--- src/inc/event_remap_defines.svh ---
`ifndef EVENT_REMAP_DEFINES_SVH
`define EVENT_REMAP_DEFINES_SVH

// Register byte offsets
`define EVT_CTRL_OFFSET      12'h000
`define REMAP_CFG_OFFSET     12'h004

// Event output control fields
`define EVT_ENABLE_BIT       7
`define EVT_PORT_MSB         6
`define EVT_PORT_LSB         4
`define EVT_PIN_MSB          3
`define EVT_PIN_LSB          0
`define EVT_CTRL_RESET       8'h00

// Remap configuration fields
`define TMR1_SRC_BIT         29
`define SPI2_ALT_BIT         28
`define DBG_SEL_MSB          26
`define DBG_SEL_LSB          24
`define TMR1_SRC_RESET       1'h0
`define SPI2_ALT_RESET       1'h0
`define DBG_SEL_RESET        3'h0

// Debug port select codes
`define DBG_BOTH_ON          3'h0
`define DBG_SWD_ONLY         3'h2
`define DBG_ALL_OFF          3'h4

// Port count and pins per port
`define NUM_PORTS            5
`define PINS_PER_PORT        16

`endif

--- src/inc/event_remap_pkg.sv ---
`default_nettype none
package event_remap_pkg;

    // Event output control fields
    typedef struct packed {
        logic       enable;
        logic [2:0] port;
        logic [3:0] pin;
    } evt_ctrl_t;

    // Remap configuration fields held in flip-flops
    typedef struct packed {
        logic       tmr1_src;
        logic       spi2_alt;
        logic [2:0] dbg_sel;
    } remap_cfg_t;

    // APB request from the master
    typedef struct packed {
        logic        psel;
        logic        penable;
        logic        pwrite;
        logic [11:0] paddr;
        logic [31:0] pwdata;
    } apb_req_t;

    // Decoded debug port state
    typedef struct packed {
        logic jtag_en;
        logic swd_en;
    } dbg_ports_t;

endpackage
`default_nettype wire

--- src/rtl/event_out_and_remap_config.sv ---
// Behaviour
// - With the enable bit set, the core event signal drives the selected pin.
// - Port codes 000 to 100 select ports A to E in order.
// - The four-bit pin field is a binary pin index 0 to 15.
// - The debug port select field is write-only and reads as zero.
// - Debug codes 000 both on, 010 serial-wire only, 100 both off.
// - The SPI unit two alternate bit moves all its signals to the alt pins.
// - The timer one source bit feeds USB start-of-frame to timer one input.
//
// Local design decision: the APB interface to the registers.
`timescale 1ns/1ps
`default_nettype none
`include "event_remap_defines.svh"

module event_out_and_remap_config
(
    input  wire logic                        core_clk,
    input  wire logic                        rstn,
    input  wire logic                        clk_en,
    input  wire event_remap_pkg::apb_req_t   apb_req,
    output logic [31:0]                      prdata,
    output logic                             pready,
    output logic                             pslverr,
    input  wire logic                        core_event_signal,
    input  wire logic                        usb_sof_pulse,
    input  wire logic                        timer_one_ext_input,
    output logic [79:0]                      event_pin_out,
    output logic [79:0]                      event_pin_oe,
    output logic                             spi_unit_two_alt_pins,
    output logic                             timer_one_input_one,
    output event_remap_pkg::dbg_ports_t      dbg_ports
);
    import event_remap_pkg::*;

    evt_ctrl_t   evt_reg;
    remap_cfg_t  remap_reg;
    logic [31:0] prdata_reg;
    logic [31:0] read_word;
    logic        wr_stb;
    logic        setup_rd;
    logic        hit_evt;
    logic        hit_remap;

    // Access strobes; slave answers with no wait state
    assign wr_stb = apb_req.psel & apb_req.penable & apb_req.pwrite & clk_en;
    assign setup_rd = apb_req.psel & ~apb_req.penable & ~apb_req.pwrite
                    & clk_en;
    assign pready = 1'b1;

    // Address decode
    always_comb
    begin
        hit_evt   = 1'b0;
        hit_remap = 1'b0;
        if (apb_req.paddr == `EVT_CTRL_OFFSET)
            hit_evt = 1'b1;
        else if (apb_req.paddr == `REMAP_CFG_OFFSET)
            hit_remap = 1'b1;
    end

    // Event control register; reserved bits are not stored
    always_ff @(posedge core_clk)
    begin
        if (!rstn)
            evt_reg <= evt_ctrl_t'(`EVT_CTRL_RESET);
        else if (wr_stb && hit_evt)
        begin
            evt_reg.enable <= apb_req.pwdata[`EVT_ENABLE_BIT];
            evt_reg.port   <= apb_req.pwdata[`EVT_PORT_MSB:`EVT_PORT_LSB];
            evt_reg.pin    <= apb_req.pwdata[`EVT_PIN_MSB:`EVT_PIN_LSB];
        end
    end

    // Remap configuration register
    always_ff @(posedge core_clk)
    begin
        if (!rstn)
        begin
            remap_reg.tmr1_src <= `TMR1_SRC_RESET;
            remap_reg.spi2_alt <= `SPI2_ALT_RESET;
            remap_reg.dbg_sel  <= `DBG_SEL_RESET;
        end
        else if (wr_stb && hit_remap)
        begin
            remap_reg.tmr1_src <= apb_req.pwdata[`TMR1_SRC_BIT];
            remap_reg.spi2_alt <= apb_req.pwdata[`SPI2_ALT_BIT];
            remap_reg.dbg_sel  <= apb_req.pwdata[`DBG_SEL_MSB:`DBG_SEL_LSB];
        end
    end

    // Read word of the addressed register; reserved bits and the
    // write-only debug field always read as zero
    always_comb
    begin
        read_word = 32'h0000_0000;
        if (hit_evt)
            read_word[7:0] = evt_reg;
        else if (hit_remap)
        begin
            read_word[`TMR1_SRC_BIT] = remap_reg.tmr1_src;
            read_word[`SPI2_ALT_BIT] = remap_reg.spi2_alt;
        end
    end

    // Read data flop is loaded in the setup phase, so it stands through
    // the access phase with no wait state; a read set up while the clock
    // enable is low returns the word last captured
    always_ff @(posedge core_clk)
    begin
        if (!rstn)
            prdata_reg <= 32'h0000_0000;
        else if (setup_rd)
            prdata_reg <= read_word;
    end

    // Read data output
    assign prdata = prdata_reg;

    // Unmapped addresses answer with an error in the access phase
    assign pslverr = apb_req.psel & apb_req.penable & ~hit_evt & ~hit_remap;

    // Event routing: flat index is port*16+pin, ports A..E in order
    always_comb
    begin
        event_pin_out = 80'h0;
        event_pin_oe  = 80'h0;
        if (evt_reg.enable && (evt_reg.port < 3'(`NUM_PORTS)))
        begin
            event_pin_out[{evt_reg.port, evt_reg.pin}] = core_event_signal;
            event_pin_oe[{evt_reg.port, evt_reg.pin}]  = 1'b1;
        end
    end

    // SPI unit two pin set select
    assign spi_unit_two_alt_pins = remap_reg.spi2_alt;

    // Timer one input source
    assign timer_one_input_one = remap_reg.tmr1_src ? usb_sof_pulse
                                                    : timer_one_ext_input;

    // Debug port decode; undefined codes keep both ports on
    always_comb
    begin
        dbg_ports.jtag_en = 1'b1;
        dbg_ports.swd_en  = 1'b1;
        case (remap_reg.dbg_sel)
            `DBG_SWD_ONLY:
            begin
                dbg_ports.jtag_en = 1'b0;
            end
            `DBG_ALL_OFF:
            begin
                dbg_ports.jtag_en = 1'b0;
                dbg_ports.swd_en  = 1'b0;
            end
            default:
            begin
                dbg_ports.jtag_en = 1'b1;
            end
        endcase
    end

    // Disabled output drives no pin
    a_evt_off_quiet: assert property (
        @(posedge core_clk) disable iff (!rstn)
        !evt_reg.enable |-> (event_pin_oe == 80'h0))
        else $error("event pin driven while disabled");

    // Disabled output leaves every pin value low
    a_evt_out_zero: assert property (
        @(posedge core_clk) disable iff (!rstn)
        !evt_reg.enable |-> (event_pin_out == 80'h0))
        else $error("event pin value while disabled");

    // Enabled output reaches exactly the selected pin
    a_evt_routes_pin: assert property (
        @(posedge core_clk) disable iff (!rstn)
        (evt_reg.enable && evt_reg.port <= 3'h4) |->
        (event_pin_oe[{evt_reg.port, evt_reg.pin}] &&
         event_pin_out[{evt_reg.port, evt_reg.pin}] == core_event_signal
         && $onehot(event_pin_oe)))
        else $error("event not on selected pin");

    // Port code 100 with pin 15 reaches the last pin
    a_port_e_pin15: assert property (
        @(posedge core_clk) disable iff (!rstn)
        (evt_reg.enable && evt_reg.port == 3'h4 && evt_reg.pin == 4'hF)
        |-> event_pin_oe[79])
        else $error("port E pin 15 not selected");

    // Port codes above 100 select no pin
    a_port_range: assert property (
        @(posedge core_clk) disable iff (!rstn)
        (evt_reg.enable && evt_reg.port > 3'h4) |-> (event_pin_oe == 80'h0))
        else $error("pin driven for undefined port");

    // Pin field is a binary index within port A
    a_pin_index: assert property (
        @(posedge core_clk) disable iff (!rstn)
        (evt_reg.enable && evt_reg.port == 3'h0) |->
        event_pin_oe[15:0] == (16'h0001 << evt_reg.pin))
        else $error("pin index wrong");

    // Pin field is a binary index within port E
    a_pin_index_e: assert property (
        @(posedge core_clk) disable iff (!rstn)
        (evt_reg.enable && evt_reg.port == 3'h4) |->
        event_pin_oe[79:64] == (16'h0001 << evt_reg.pin))
        else $error("port E pin index wrong");

    // A write to the control register lands on the next edge
    a_evt_write: assert property (
        @(posedge core_clk) disable iff (!rstn)
        (wr_stb && hit_evt) |=> evt_reg == $past(apb_req.pwdata[7:0]))
        else $error("event control write lost");

    // Control register reads back during the access phase
    a_rd_evt_data: assert property (
        @(posedge core_clk) disable iff (!rstn)
        (apb_req.psel && apb_req.penable && !apb_req.pwrite && hit_evt &&
         $past(clk_en)) |-> prdata == {24'h00_0000, evt_reg})
        else $error("event control read wrong");

    // Remap register reads back only its two readable bits
    a_rd_remap_data: assert property (
        @(posedge core_clk) disable iff (!rstn)
        (apb_req.psel && apb_req.penable && !apb_req.pwrite && hit_remap &&
         $past(clk_en)) |->
        prdata == {2'b00, remap_reg.tmr1_src, remap_reg.spi2_alt,
                   28'h000_0000})
        else $error("remap read wrong");

    // Write-only debug field never shows on the read bus
    a_dbg_readback: assert property (
        @(posedge core_clk) disable iff (!rstn)
        (apb_req.psel && apb_req.penable && hit_remap) |->
        prdata[`DBG_SEL_MSB:`DBG_SEL_LSB] == 3'h0)
        else $error("debug select readable");

    // Code 010 turns off the JTAG port only
    a_dbg_decode: assert property (
        @(posedge core_clk) disable iff (!rstn)
        (wr_stb && hit_remap && apb_req.pwdata[26:24] == `DBG_SWD_ONLY) |=>
        (!dbg_ports.jtag_en && dbg_ports.swd_en))
        else $error("serial-wire only decode wrong");

    // Code 100 turns off both debug ports
    a_dbg_all_off: assert property (
        @(posedge core_clk) disable iff (!rstn)
        (remap_reg.dbg_sel == `DBG_ALL_OFF) |-> (dbg_ports == 2'b00))
        else $error("debug all-off decode wrong");

    // Code 000 keeps both debug ports on
    a_dbg_both_on: assert property (
        @(posedge core_clk) disable iff (!rstn)
        (remap_reg.dbg_sel == `DBG_BOTH_ON) |-> (dbg_ports == 2'b11))
        else $error("debug both-on decode wrong");

    // A write to the remap register sets the debug select field
    a_dbg_write: assert property (
        @(posedge core_clk) disable iff (!rstn)
        (wr_stb && hit_remap) |=>
        remap_reg.dbg_sel == $past(apb_req.pwdata[26:24]))
        else $error("debug select write lost");

    // Alternate pin set follows the written bit
    a_spi_alt: assert property (
        @(posedge core_clk) disable iff (!rstn)
        (wr_stb && hit_remap) |=>
        spi_unit_two_alt_pins == $past(apb_req.pwdata[28]))
        else $error("SPI alt pin select wrong");

    // Source bit set feeds the frame pulse to timer one
    a_tmr_source: assert property (
        @(posedge core_clk) disable iff (!rstn)
        remap_reg.tmr1_src |-> (timer_one_input_one == usb_sof_pulse))
        else $error("timer one source wrong");

    // Source bit clear keeps the external timer input
    a_tmr_default: assert property (
        @(posedge core_clk) disable iff (!rstn)
        !remap_reg.tmr1_src |->
        (timer_one_input_one == timer_one_ext_input))
        else $error("timer one default source wrong");

    // A write to the remap register sets the timer source bit
    a_tmr_write: assert property (
        @(posedge core_clk) disable iff (!rstn)
        (wr_stb && hit_remap) |=>
        remap_reg.tmr1_src == $past(apb_req.pwdata[29]))
        else $error("timer source write lost");

    // Clock enable low freezes both registers
    a_hold_frozen: assert property (
        @(posedge core_clk) disable iff (!rstn)
        !clk_en |=> ($stable(evt_reg) && $stable(remap_reg)))
        else $error("register changed while frozen");

    // Unmapped access answers with an error
    a_miss_error: assert property (
        @(posedge core_clk) disable iff (!rstn)
        (apb_req.psel && apb_req.penable && !hit_evt && !hit_remap) |->
        pslverr)
        else $error("unmapped access without error");

    // Unmapped write changes no register
    a_miss_no_write: assert property (
        @(posedge core_clk) disable iff (!rstn)
        (wr_stb && !hit_evt && !hit_remap) |=>
        ($stable(evt_reg) && $stable(remap_reg)))
        else $error("unmapped write changed a register");

endmodule
`default_nettype wire

--- config.mk ---
export PLATFORM = sky130hd
export DESIGN_NAME = event_out_and_remap_config
export DESIGN_NICKNAME = d
export VERILOG_FILES = /design/src/inc/event_remap_pkg.sv /design/src/rtl/event_out_and_remap_config.sv
export VERILOG_INCLUDE_DIRS = /design/src /design/src/inc
export SDC_FILE = /design/constraint.sdc
export NUM_CORES = 1
export LEC_CHECK = 0
export BUFFER_PORTS_ARGS = -buffer_cell sky130_fd_sc_hd__clkbuf_2
export CORE_AREA = 4 4 95 97
export CTS_CLUSTER_DIAMETER = 80
export DETAILED_ROUTE_END_ITERATION = 8
export DIE_AREA = 0 0 99 101
export PLACE_DENSITY = 0.75
export SYNTH_ARGS = -nofsm -noshare
export SYNTH_HDL_FRONTEND = slang
export SYNTH_SLANG_ARGS = --single-unit
--- constraint.sdc ---
create_clock -name core_clk -period 1.6 [get_ports core_clk]
set_input_delay 0 -clock core_clk [delete_from_list [all_inputs] [get_ports core_clk]]
set_output_delay 0 -clock core_clk [all_outputs]
set_load 0.01 [all_outputs]
# ---- Word-level counts from Yosys, hierarchy flattened
# Index checks and enable logic that the tools add are counted.
dict set report classes {
  n_eq_ne 3
  reduce_logical 6
  n_bitwise 13
  order_cmp 3
  n_mux 13
}
# cell count
set ops {}
lappend ops {{two-way mux 80 bit} 2}
lappend ops {{bitwise AND 80 bit} 1}
lappend ops {{equality test 12 x 3 -> 1 bit, second input constant} 1}
lappend ops {{zero test 12 bit} 1}
lappend ops {{bitwise AND 1 bit} 8}
lappend ops {{< comparator 7 x 8 -> 1 bit, second input constant} 1}
lappend ops {{two-way mux 8 bit} 1}
lappend ops {{demux 1 bit (select 7 bit)} 1}
lappend ops {{greater-or-equal comparator 7 x 1 -> 1 bit, second input constant} 1}
lappend ops {{two-way mux 1 bit} 7}
lappend ops {{logical AND 1 bit} 4}
lappend ops {{two-way mux 2 bit} 2}
lappend ops {{NOT 1 bit} 4}
lappend ops {{equality test 3 x 2 -> 1 bit, second input constant} 1}
lappend ops {{equality test 3 bit, second input constant} 1}
lappend ops {{< comparator 3 bit, second input constant} 1}
lappend ops {{OR reduction 2 bit} 1}
dict set report totals {
  out_inout_bits 198
  ff_bits 23
  in_bits 53
}

# ---- Depth between registers and ports, before layout
dict set report logic_depth {
  depth_word 6
  depth_mapped 4
  depth_no_buf 3
}

# ---- Worst setup path after synthesis
# OpenSTA, ideal clock, no wires.
dict set report synth_path {
  path_kind {reg2out}
  from {reg evt_reg[4] in the netlist's numbering}
  to {out event_pin_oe[7]}
  path_buffers 1
  setup_slack_ps 316
  path_stages_with_launch 5
  t_required_ps 1600
  arrival_time_ps 1284
  cell_sequence {dfxtp_1 buf_2 nor4_1 nand2_1 nor2_1}
}
dict set report synth_via {
  elab_chain_len 5
}
# element line
set synth_rtl {}
lappend synth_rtl {{start: declaration} event_out_and_remap_config.sv:35} ;# evt_ctrl_t evt_reg;
lappend synth_rtl {{start signal: assignment} event_out_and_remap_config.sv:65} ;# evt_reg <= evt_ctrl_t'(`EVT_CTRL_RESET);
lappend synth_rtl {{< comparator 7 x 8 -> 1 bit (implied by the code) / greater-or-equal comparator 7 x 1 -> 1 bit (equally long branches)} event_out_and_remap_config.sv:130} ;# event_pin_oe[{evt_reg.port, evt_reg.pin}] = 1'b1;
lappend synth_rtl {{logical AND 1 bit (implied by the code)} event_out_and_remap_config.sv:130}
lappend synth_rtl {{two-way mux 1 bit (implied by the code)} event_out_and_remap_config.sv:130}
lappend synth_rtl {{demux 1 bit (select 7 bit)} event_out_and_remap_config.sv:130}
lappend synth_rtl {{two-way mux 80 bit *} event_out_and_remap_config.sv:127} ;# if (evt_reg.enable && (evt_reg.port < 3'(`NUM_PORTS)))
lappend synth_rtl {{end: declaration} event_out_and_remap_config.sv:28} ;# output logic [79:0] event_pin_oe,
# Mark *: on every way between the ends. The rest lies on a longest branch, timed or not.

# ---- Final worst setup path
dict set report layout_path {
  from {reg evt_reg[6] in the netlist's numbering}
  to {out event_pin_oe[0]}
}
# Same word-level chain as after synthesis.

==> flow_summary.yaml <==
floorplan:
  num_rows: 33
  die_w_um: 99
  die_area_mm2: 0.0100
  coreArea_mm2: 0.00813
  ios: 251
  dieHeight_um: 101
  start_util: 0.274
global_route:
  antenna_found_initial: 0
  grtUsageTotal: 0.168
  grt_start_max_net_pins: 41
  grt_pass1_wl_um: 14200
  grt_pass1_vias: 2898
  globalRouteOverflowTotal: 0
clock_tree:
  h-tree-depth: 1
  clock_sinks: 23
  cts.clk_slew.worst_paths_ns: 0.08
  clockBufferDepth: 2
  cts_inserted_buffers: 3
  insertion_delay_ns: 0.26
  clock-root-buffer: "clkbuf_8"
  cts_tree: "yes"
yosys:
  ys.flop_type: "dfxtp_1"
  ys_seq_area_frac: 0.207
  synth_edf_count: 0
  synth_async_sr_flop_share: 0
  synth_area_per_cell_um2: 5.98
  syn_area_mm2: 0.00223
  ys_seq_elements: 23
  synth.largest_area_cell: "nor2_1"
  syn-instance-count: 372
  synth_top_area_share: 0.272
  yosysWarnings: 0
  ys_types: 35
  synthTopCellsByArea: "nor2_1 27%, dfxtp_1 21%, nand2_1 11%, buf_4 7.8%, mux2i_1 5.8%"
place:
  routabilityCongestion: 0.832
  hpwl_um: 7260
  place_inst: 666
  io_buffers: 208
  pre_cts_ws_ns: 0.0356
setup_path:
  crit_chain: "buf_4, nor4_4, buf_6, nand2_4, nor2_2, clkbuf_2"
  timing.rr.start: "evt_reg[4]"
  crit_slowest_cell: "dfxtp_4"
  critPathArrivalTime_ns: 1.56
  endpoint_kind: "output port"
  cp-start-kind: "register"
  r2r-end: "prdata[4]"
  slowest_delay_ns: 0.37
  crit_fanout: 6
  critPathKind: "register to output port"
  reg2reg_slack_ns: 0.73
  cp.required_ns: 1.60
  reg2reg_depth: 3
layout:
  final_nets: 639
  drive_gt1_frac: 0.547
  syn_to_final_growth_pct: 74.2
  fin_cells: 690
  n_fill_cell: 795
  antenna_cells: 0
  largest_reg_flops: 10
timing:
  max_freq_mhz: 639
  slew_viol_final: 0
  setup_viol: 0
  worstMarginPinSlew_ns: 0.640
  skew_ns: 0.00441
  period_share: 0.978
  hold_violations: 0
  slew_headroom: 0.573
  post-route-min-period_ns: 1.56
  worst_slack_ns: 0.0356
  rsz0062_at_grt: "true"
route:
  route.detailed.drc: 0
  drtPass1Iterations: 4
  avgViaCountPerCell: 4.62
  drt_iter0_markers: 88
  ant_nets: 0
  num_vias: 3187
  drt-total-wl_um: 9400
  wl_per_cell_um: 13.6
hold_path:
  worst_hold_path_type: "primary input to register"
  hold_end: "prdata[28]"
  worstHoldStart: "apb_req[42]"
  worst_hold_path.num_cells: 4
power_and_ir_drop:
  power_density_mw_per_mm2: 275
  vdd_drop_max_v: 0.000603
  fin_total_pwr_mw: 1.06
  cellLeakagePower_nw: 1.92
run:
  drv_cap: 0
outcome:
  outcome: "finished, final reports clean"
==> per-stage QoR <==
step           hold slack (ns)  instance area, µm²  setup TNS (ns)  utilization
2_1_floorplan           0.0905                2300               0            -
3_3_place_gp             0.227                3310               0        0.407
3_5_place_dp             0.234                3310               0        0.407
4_1_cts                  0.115                3600        -0.00437        0.443
5_1_grt                  0.130                3880           -1.41        0.477
6_report                 0.116                3880               0        0.477
==> Yosys cell counts, drive strengths merged (4+ instances only) <==
cell type / number
mux2i: 13
dfxtp: 23
nand3: 12
buf: 30
and4bb: 4
nor2: 161
o21ai: 9
nor4b: 5
nand2: 67
nor4: 4
clkbuf: 21
nand4: 4
==> critical path, delay by kind of cell (launching register included) <==
family                 cells  cell delay [ns]
AND/OR/NAND/NOR            3             0.46
flip-flops                 1             0.37
buffers and inverters      3             0.47
==> kinds of logic (layout without fill, tap and decap cells) <==
logic type             count (synthesis)  in the layout  synth area share
buffers and inverters                 51            243             0.127
multiplexers                          14             14            0.0635
other                                  2             23           0.00337
flip-flops                            23             23             0.207
XOR/XNOR                               1              1           0.00394
AND/OR/NAND/NOR                      269            269             0.565
AO/OA/AOI/OAI                         12             12            0.0298
==> per-layer routing <==
| layer | wire, µm | global-route usage | vias to the layer above |
|---|---|---|---|
| met5 | 0 | 0 | - |
| met1 | 3510 | 0.204 | 1436 |
| met4 | 100 | 0.0210 | 0 |
| li1 | - | - | 1559 |
| met3 | 994 | 0.0346 | 10 |
| met2 | 4800 | 0.312 | 182 |
==> report_power, final <==
part	internal (mW)	switching (mW)
logic	0.0637	0.0822
registers	0.567	0.00000657
clock network	0.174	0.178
total	0.804	0.261
==> cells in the final DEF (no fill, tap or decap), types with 2 or more instances in the layout <==
cell type	count
nor2_2	32
buf_2	32
nor4_4	3
buf_4	5
nor4b_4	4
nand2_2	21
o21ai_1	5
conb_1	23
buf_6	10
dfxtp_4	3
nand3_1	11
nor2b_1	2
dfxtp_1	19
clkbuf_8	3
nor2_1	129
and4bb_4	3
dlygate4sd3_1	13
clkbuf_2	176
o21ai_0	3
nand2_4	11
buf_12	2
mux2i_1	13
nand2_1	35
o31ai_1	2
nand4_4	2
==> worst max-delay path by stage <==
| stage | start | endpoint | slack, ns | cells past startpoint |
|---|---|---|---|---|
| 4_1_cts | evt_reg[6] | event_pin_out[17] | -0.004 | 5 |
| 6_report | evt_reg[6] | event_pin_oe[0] | 0.04 | 6 |
| 2_1_floorplan | evt_reg[4] | event_pin_oe[7] | 0.32 | 4 |
| 3_5_place_dp | evt_reg[3] | event_pin_oe[9] | 0.04 | 4 |
| 5_1_grt | evt_reg[6] | event_pin_out[22] | -0.04 | 6 |
| 3_3_place_gp | evt_reg[6] | event_pin_out[18] | 0.08 | 5 |
==> final cells by class <==
cell class	instances	area [µm²]	share of cell area
multi-input cells	319	1850	0.477
repair buffers	239	1380	0.355
flip-flops and latches	23	473	0.122
well taps	105	131	0.0339
clock buffers	3	41.3	0.0106
clock inverters	1	5.00	0.00129
==> timing repair <==
item / CTS / global route
endpoints found under the setup margin: 160 / 141
resized for setup: 25 / 115
endpoints found under the hold margin: 13 / 0
pin swaps: 7 / 25
hold buffers: 13 / 0
buffers inserted: 4 / 3
Note: power is estimated with default switching activity, not from simulation.
